[config.mk]
export PLATFORM = sky130hd
export DESIGN_NAME = ext_bus
export DESIGN_NICKNAME = d
export VERILOG_FILES = /design/src/ext_bus.v
export VERILOG_INCLUDE_DIRS = /design/src
export SDC_FILE = /design/constraint.sdc
export NUM_CORES = 1
export LEC_CHECK = 0
export BUFFER_PORTS_ARGS = -buffer_cell sky130_fd_sc_hd__buf_4
export CAP_MARGIN = 20
export CORE_AREA = 4 4 90 92
export DETAILED_ROUTE_END_ITERATION = 7
export DIE_AREA = 0 0 94 96
export PLACE_DENSITY = 0.87
export SKIP_CTS_REPAIR_TIMING = 1
export SLEW_MARGIN = 40
export SYNTH_ARGS = -nofsm -noshare
export SYNTH_HDL_FRONTEND = slang
export SYNTH_SLANG_ARGS = --single-unit
[constraint.sdc]
create_clock -name core_clk -period 5.5 [get_ports core_clk]
set_clock_uncertainty 0.05 [all_clocks]
set_input_delay 0.55 -clock core_clk [delete_from_list [all_inputs] [get_ports core_clk]]
set_output_delay 0.55 -clock core_clk [all_outputs]
set_load 0.005 [all_outputs]
[src/ext_bus_map.vh]
// Constants for the external bus and pin control block
// Function
// - Branch on test zero pin level
// - Clock-out instruction turns test zero into output
// - Branch on test one; counter-start counts it
// - Stop-mode wake waits for reset release
// - Single-step input runs one step at once
// - Interrupt only when enabled; reset disables
// - Branch on interrupt pin level
// - External access forces external program fetch
// - Address latch strobe pulses every machine cycle; held low while reset pin is low and in stop mode
// - Fetch drives low address, then fetch strobe
// - Fetch strobe only for program fetches
// - Data access: address, then read/write strobe
// - Read strobe reads, write strobe writes
// - Port two low nibble carries high address on external fetches only
// - Port two low nibble expander bus, pulsed
// - Two 8-bit quasi-bidirectional software ports
// - Oscillator pin low at reset enables stop
// - Bus output holds until reset or move; an external fetch overwrites it with the fetch low address
`ifndef EXT_BUS_MAP_VH
`define EXT_BUS_MAP_VH
// Machine cycle of fifteen clocks, split into five states of three
`define CYC_LEN 4'd15
`define ST_ADDR 4'd0
`define ST_ALE_END 4'd3
`define ST_FLOAT 4'd5
`define ST_STB_ON 4'd6
`define ST_STB_OFF 4'd12
`define ST_LAST 4'd14
// Reset length in machine cycles
`define RST_CYCLES 3'd5
// Command codes from the core
`define CMD_NONE 4'h0
`define CMD_FETCH 4'h1
`define CMD_XRD 4'h2
`define CMD_XWR 4'h3
`define CMD_OUTBUS 4'h4
`define CMD_P1WR 4'h5
`define CMD_P2WR 4'h6
`define CMD_EXPWR 4'h7
`define CMD_EXPRD 4'h8
`define CMD_CLKOUT 4'h9
`define CMD_CNTSTART 4'ha
`define CMD_CNTSTOP 4'hb
`define CMD_INTEN 4'hc
`define CMD_INTDIS 4'hd
`define CMD_STOP 4'he
// Branch condition codes
`define BR_T0 3'd0
`define BR_NT0 3'd1
`define BR_T1 3'd2
`define BR_NT1 3'd3
`define BR_NI 3'd4
// Reset values
`define PORT_RST 8'hff
`endif

[src/ext_bus.v]
// External bus, pin control and test/interrupt logic of the microcomputer
`default_nettype none
`include "ext_bus_map.vh"

module ext_bus (
  // Clock and reset
  input wire core_clk,
  input wire rst,
  // Device pins, inputs
  input wire reset_pin_n,
  input wire single_step_n,
  input wire int_pin_n,
  input wire external_access_select,
  input wire osc_control,
  input wire test_one_pin,
  input wire test_zero_in,
  // Device pins, outputs
  output reg test_zero_out,
  output reg test_zero_oe,
  output reg ale,
  output reg program_fetch_strobe_n,
  output reg rd_n,
  output reg wr_n,
  output reg expander_pulse,
  // Data bus, three signals
  input wire [7:0] data_bus_in,
  output reg [7:0] data_bus_out,
  output reg data_bus_oe,
  // Quasi ports: output latch drives low strongly, high weakly
  input wire [7:0] port_one_in,
  output reg [7:0] quasi_port_one,
  input wire [7:0] port_two_in,
  output reg [7:0] quasi_port_two,
  // Core command side
  input wire [3:0] cmd,
  input wire [11:0] cmd_addr,
  input wire [7:0] cmd_data,
  input wire [2:0] br_sel,
  input wire pc_in_internal,
  output reg cmd_ready,
  output reg [7:0] rd_data,
  output reg rd_valid,
  output reg br_taken,
  output reg int_request,
  output reg count_pulse,
  output reg step_enable,
  output reg stop_mode,
  output reg cpu_run
);

  // ----------------------------------------
  // State
  // ----------------------------------------
  localparam S_IDLE = 3'b001; // No external cycle
  localparam S_BUSY = 3'b010; // External cycle running
  localparam S_STOP = 3'b100; // Oscillator stopped
  reg [2:0] state; // One-hot controller state
  reg [3:0] phase; // Clock within machine cycle
  reg [3:0] op; // Captured command
  reg [11:0] addr; // Captured address
  reg [7:0] wdata; // Captured write data
  reg bus_hold; // Bus kept driving after output instruction
  reg int_enable; // External interrupt enable
  reg clk_out_en; // Test zero clock output mode
  reg counting; // Event counter source enabled
  reg t1_last; // Previous test one level
  reg stop_allowed; // Stop mode strapped at reset
  reg rst_pin_last; // Previous reset pin level
  reg [2:0] rst_cnt; // Machine cycles of reset held
  reg ss_last; // Previous single-step level
  reg clk_div; // Divided clock for test zero output
  wire cycle_end; // Last clock of machine cycle
  wire ext_fetch; // Fetch goes to external memory

  assign cycle_end = (phase == `ST_LAST);
  // External access forces all fetches outward
  assign ext_fetch = external_access_select | ~pc_in_internal;

  // Branch condition evaluation
  function br_eval;
    input [2:0] sel;
    input t0;
    input t1;
    input in_n;
    begin
      case (sel)
        `BR_T0: br_eval = t0;
        `BR_NT0: br_eval = ~t0;
        `BR_T1: br_eval = t1;
        `BR_NT1: br_eval = ~t1;
        `BR_NI: br_eval = ~in_n;
        default: br_eval = 1'b0;
      endcase
    end
  endfunction

  // ----------------------------------------
  // Machine cycle timebase and reset pin
  // ----------------------------------------
  // Phase counter runs every machine cycle, held at zero only by rst or stop mode
  always @(posedge core_clk) begin
    if (rst || state == S_STOP)
      phase <= 4'h0;
    else if (cycle_end)
      phase <= 4'h0;
    else
      phase <= phase + 4'h1;
  end

  // Reset pin: count cycles held low, strap oscillator control
  always @(posedge core_clk) begin
    if (rst) begin
      rst_cnt <= 3'd0;
      rst_pin_last <= 1'b1;
      stop_allowed <= 1'b0;
      cpu_run <= 1'b0;
    end else begin
      rst_pin_last <= reset_pin_n;
      if (!reset_pin_n) begin
        cpu_run <= 1'b0;
        stop_allowed <= ~osc_control;
        if (cycle_end && rst_cnt != `RST_CYCLES)
          rst_cnt <= rst_cnt + 3'd1;
      end else begin
        // Run only after a reset held long enough
        if (!rst_pin_last && rst_cnt == `RST_CYCLES)
          cpu_run <= 1'b1;
        rst_cnt <= 3'd0;
      end
    end
  end

  // ----------------------------------------
  // Bus controller
  // ----------------------------------------
  // Runs one external machine cycle per accepted command
  always @(posedge core_clk) begin
    if (rst || !reset_pin_n) begin
      state <= S_IDLE;
      op <= `CMD_NONE;
      addr <= 12'h000;
      wdata <= 8'h00;
      bus_hold <= 1'b0;
      int_enable <= 1'b0;
      clk_out_en <= 1'b0;
      counting <= 1'b0;
      stop_mode <= 1'b0;
      quasi_port_one <= `PORT_RST;
      quasi_port_two <= `PORT_RST;
      data_bus_out <= 8'h00;
      data_bus_oe <= 1'b0;
      ale <= 1'b0;
      program_fetch_strobe_n <= 1'b1;
      rd_n <= 1'b1;
      wr_n <= 1'b1;
      expander_pulse <= 1'b0;
      cmd_ready <= 1'b0;
      rd_data <= 8'h00;
      rd_valid <= 1'b0;
    end else begin
      rd_valid <= 1'b0;
      cmd_ready <= 1'b0;
      // Latch strobe every cycle, ended before any strobe
      // High for the first three clocks, so the address has settled by its fall
      if (state != S_STOP)
        ale <= (phase == `ST_LAST) || (phase < `ST_ALE_END - 4'd1);
      case (state)
        S_IDLE: begin
          if (cycle_end && cpu_run && cmd != `CMD_NONE) begin
            op <= cmd;
            addr <= cmd_addr;
            wdata <= cmd_data;
            state <= S_BUSY;
            case (cmd)
              `CMD_FETCH: begin
                if (ext_fetch) begin
                  data_bus_out <= cmd_addr[7:0];
                  data_bus_oe <= 1'b1;
                  quasi_port_two[3:0] <= cmd_addr[11:8];
                end
              end
              `CMD_XRD, `CMD_XWR: begin
                data_bus_out <= cmd_addr[7:0];
                data_bus_oe <= 1'b1;
                bus_hold <= 1'b0;
              end
              `CMD_EXPWR, `CMD_EXPRD: begin
                quasi_port_two[3:0] <= cmd_addr[3:0];
              end
              default: begin
              end
            endcase
          end
        end
        S_BUSY: begin
          // Release address before a read strobe; an external fetch keeps driving while bus output is held
          if (phase == `ST_FLOAT && (op == `CMD_XRD || (op == `CMD_FETCH && ext_fetch)))
            data_bus_oe <= bus_hold;
          if (phase == `ST_FLOAT && op == `CMD_XWR)
            data_bus_out <= wdata;
          if (phase == `ST_STB_ON) begin
            case (op)
              `CMD_FETCH: program_fetch_strobe_n <= ~ext_fetch;
              `CMD_XRD: rd_n <= 1'b0;
              `CMD_XWR: wr_n <= 1'b0;
              `CMD_EXPWR: begin
                expander_pulse <= 1'b1;
                quasi_port_two[3:0] <= wdata[3:0];
              end
              `CMD_EXPRD: begin
                expander_pulse <= 1'b1;
                quasi_port_two[3:0] <= 4'hf;
              end
              default: begin
              end
            endcase
          end
          if (phase == `ST_STB_OFF) begin
            // Capture read data at strobe end
            if (op == `CMD_FETCH && ext_fetch)
              rd_data <= data_bus_in;
            else if (op == `CMD_XRD)
              rd_data <= data_bus_in;
            else if (op == `CMD_EXPRD)
              rd_data <= {4'h0, port_two_in[3:0]};
            program_fetch_strobe_n <= 1'b1;
            rd_n <= 1'b1;
            wr_n <= 1'b1;
            expander_pulse <= 1'b0;
          end
          if (cycle_end) begin
            case (op)
              `CMD_OUTBUS: begin
                data_bus_out <= wdata;
                bus_hold <= 1'b1;
              end
              `CMD_P1WR: quasi_port_one <= wdata;
              `CMD_P2WR: quasi_port_two <= wdata;
              `CMD_CLKOUT: clk_out_en <= 1'b1;
              `CMD_CNTSTART: counting <= 1'b1;
              `CMD_CNTSTOP: counting <= 1'b0;
              `CMD_INTEN: int_enable <= 1'b1;
              `CMD_INTDIS: int_enable <= 1'b0;
              default: begin
              end
            endcase
            data_bus_oe <= bus_hold || op == `CMD_OUTBUS;
            rd_valid <= (op == `CMD_FETCH) || (op == `CMD_XRD) || (op == `CMD_EXPRD);
            cmd_ready <= 1'b1;
            if (op == `CMD_STOP && stop_allowed) begin
              stop_mode <= 1'b1;
              state <= S_STOP;
              // No latch pulse once the oscillator stops; this also avoids
              // a lone one-clock strobe on the entry edge
              ale <= 1'b0;
            end else begin
              state <= S_IDLE;
            end
          end
        end
        S_STOP: begin
          // Wake only through reset pin release, handled above
          ale <= 1'b0;
        end
        default: state <= S_IDLE;
      endcase
    end
  end

  // ----------------------------------------
  // Test pins, interrupt, single step
  // ----------------------------------------
  // Test zero clock output, counter edge, interrupt and step gating
  always @(posedge core_clk) begin
    if (rst) begin
      clk_div <= 1'b0;
      test_zero_out <= 1'b0;
      test_zero_oe <= 1'b0;
      t1_last <= 1'b0;
      count_pulse <= 1'b0;
      int_request <= 1'b0;
      br_taken <= 1'b0;
      ss_last <= 1'b1;
      step_enable <= 1'b0;
    end else begin
      clk_div <= ~clk_div;
      test_zero_out <= clk_div;
      test_zero_oe <= clk_out_en;
      t1_last <= test_one_pin;
      count_pulse <= counting & t1_last & ~test_one_pin;
      int_request <= int_enable & ~int_pin_n & cpu_run;
      br_taken <= br_eval(br_sel, test_zero_in, test_one_pin, int_pin_n);
      ss_last <= single_step_n;
      // One step per falling edge of single step while asserted
      if (!single_step_n)
        step_enable <= ss_last & cpu_run;
      else
        step_enable <= cpu_run;
    end
  end

endmodule // ext_bus
`default_nettype wire

==> impl_metrics.ini <==
[status]
status = complete, no violations

[global_route]
grtUsageTotal_pct = 20.6
grt_max_degree = 29
grt_pass1_vias = 3093
grt_overflow = 0
grt_first_pass_wirelength_um = 14600
antenna_found_initial = 0

[hold_path]
whs_endpoint = int_request
hold-path-cell-count = 2
hold_path_startpoint = int_pin_n
hold_class = primary input to flip-flop

[synthesis]
yosysWarnings = 0
ys_top_cells_by_count = 79 x dfxtp_1, 45 x nor2_1, 31 x mux2i_1
synth.largest_area_cell = dfxtp_1
synthCells = 377
yosys_most_used_dff = dfxtp_1
yosys.area_share.adder_pct = 2.09
yosysMostFrequentCell = dfxtp_1
synth_edf_count = 0
synth.distinct_cells = 62
synth_compound_area_share_pct = 14.0
post-synth-top-area-fraction_pct = 44.1
synth-simple-area-share_pct = 24.8
ys_seq_elements = 79
synth_fp_nets = 444
synth-seq-area-share_pct = 44.1
syn_area_mm2 = 0.00359
ys_top_cells_by_area = dfxtp_1 44%, mux2i_1 8.7%, nor2_1 4.7%
synth_mux_area_share_pct = 8.65
yosys.area_share.xor_xnor_pct = 1.71
async_flop_share_pct = 0
postSynthAreaPerCell_um2 = 9.51
synth_top_family_by_area = simple AND/OR/NAND/NOR gates

[sta]
rsz0062_at_grt = no
tns_ns = 0
tightestPinTransition_ns = 0.747
report.final.slew_viol_count = 0
setup_viol = 0
slew_headroom_pct = 49.8
hold_violations = 0
max_freq_mhz = 389
fin_ws_ns = 2.93
fin_crit_sh_pct = 46.7
period_minus_slack_ns = 2.57

[die]
die_height_um = 96
initial_core_util_pct = 49.7
num_io_pins = 109
core-area_mm2 = 0.00721
fp-row-count = 31
die_w_um = 94
design.die.area_mm2 = 0.00902

[cells_and_area]
antenna_cells = 0
nets = 533
area_delta_synth_final_pct = 26.9
drive_gt1_share_pct = 27.9

[route]
drc = 0
via_per_inst = 5.56
wl_um = 9010
drt_iter0_drc = 177
dr.pass1.iters = 4
route.vias.total = 3161
drtAntennaViolNets = 0
wire_per_inst_um = 15.8

[clock_network]
clkTransAtPathRegs_ns = 0.08
cts_tree = built
htreeDepth = 3
clock-sinks = 79
clockRootBuffer = clkbuf_8
insertion_delay_ns = 0.35
cts_buffers = 9
clock_path_buffers = 2

[critical_path]
startpoint_type = flip-flop
worstPathRequired_ns = 5.67
critPathBufInv = 1
r2r_cells = 7
cpLargestDelayFamily = simple AND/OR/NAND/NOR gates
critPathLaunch = phase[0]
crit_arrival_ns = 2.74
critPathSlowestCell = nor3_4
r2r-end = quasi_port_one[4]
setup.worst_path.end_class = flip-flop
critPathMaxFanout = 10
timing.rr.start = phase[0]
slowest_delay_ns = 0.57
reg2reg_slack_ns = 2.93
crit_top_cell = nand2_1
crit_chain = inv_1 > ha_1 > and3_1 > nand2_1 > nor3_4 > mux2i_1 > nand2_1
crit_type = flip-flop to flip-flop

[power]
ir_drop_uv = 97.7
leakage_uw = 0.00178
powerDensity_mw_per_mm2 = 246

[placed_design]
place.gp.congestion = 0.896
pre_cts_slack_ns = 2.95
port_buffers = 96
dp_hpwl_um = 6620

[flow_run]
maxCapViolCount = 0
[report_power, final]
| part | switching, µW | internal, µW |
|---|---|---|
| logic | 33.9 | 37.5 |
| registers | 4.62 | 577 |
| clock network | 201 | 264 |
| total | 240 | 879 |
[worst max path at each step]
stage / to / slack, ns / cells past startpoint
after CTS: quasi_port_one[5] / 2.92 / 5
after global routing: quasi_port_one[4] / 2.80 / 7
final: quasi_port_one[4] / 2.93 / 7
after detailed placement: quasi_port_one[7] / 2.95 / 5
after global placement: quasi_port_one[0] / 3.06 / 5
after floorplan: op[3] / 3.46 / 8
[cell usage in the layout (no fill, tap or decap), types with 2 or more instances in the layout]
cell       count
clkinv_2       2
or2_1          2
clkbuf_8      10
nand2_1       27
a31oi_1        7
nor2_1        45
buf_4         98
a221o_1        8
ha_1           6
a21oi_1       14
nor4bb_1       2
dfxtp_1       79
xor2_1         4
a21oi_2        2
and2_1         8
nand2b_1       3
a221oi_1       4
or3_1          3
and3_1         3
xnor2_1        3
o31ai_1        4
and4b_1        2
o211ai_1       3
inv_1         14
or2_2          2
mux2i_1       31
nor3b_1        2
or4_1          2
nor4_4         3
nor3_1        10
a22oi_1        4
o21ai_1       13
nor4_1         8
bufinv_16      2
nor2b_1        6
nand4_1        2
nand3_1        7
[cells by family (layout without fill, tap and decap cells)]
kind of cell | count (synthesis) | in the layout
XOR/XNOR | 7 | 7
buffers and inverters | 34 | 127
AO/OA/AOI/OAI | 69 | 69
multiplexers | 31 | 31
AND/OR/NAND/NOR | 151 | 151
flip-flops | 79 | 79
adder cells (fa/ha/maj) | 6 | 6
[registers in the layout (all words and copies together), names as in the netlist, 3 cells and up]
name / cells
rd_data: 8
data_bus_out: 8
quasi_port_one: 8
quasi_port_two: 8
state: 3
wdata: 8
op: 4
phase: 4
rst_cnt: 3
[metal layers]
| metal | track usage, % | vias up | wire length, µm |
|---|---|---|---|
| met1 | 24.5 | 1510 | 3750 |
| met4 | 9.51 | 0 | 244 |
| li1 | - | 1524 | - |
| met3 | 4.38 | 21 | 529 |
| met2 | 35.8 | 106 | 4480 |
| met5 | 0 | - | 0 |
[layout make-up]
type / instances / area [µm²]
Fill cell: 627 / 2670
Multi-Input combinational cell: 264 / 1840
Sequential cell: 79 / 1580
Timing Repair Buffer: 98 / 736
Clock buffer: 11 / 141
Tap cell: 99 / 124
Clock inverter: 4 / 70.1
Inverter: 14 / 52.6
[through the flow]
stage                     cell area, µm²  total power [µW]  instances  utilization [%]  hold WS (ns)
final                               4550              1120        569             63.1         0.315
after CTS                           4540              1120        569             63.0         0.309
after global placement              4330               664        554             60.0         0.337
after global routing                4550              1160        569             63.1         0.307
after floorplan                     3590               626        377                -         0.329
after detailed placement            4330               666        554             60.0         0.342
Note: power is estimated with default switching activity, not from simulation.
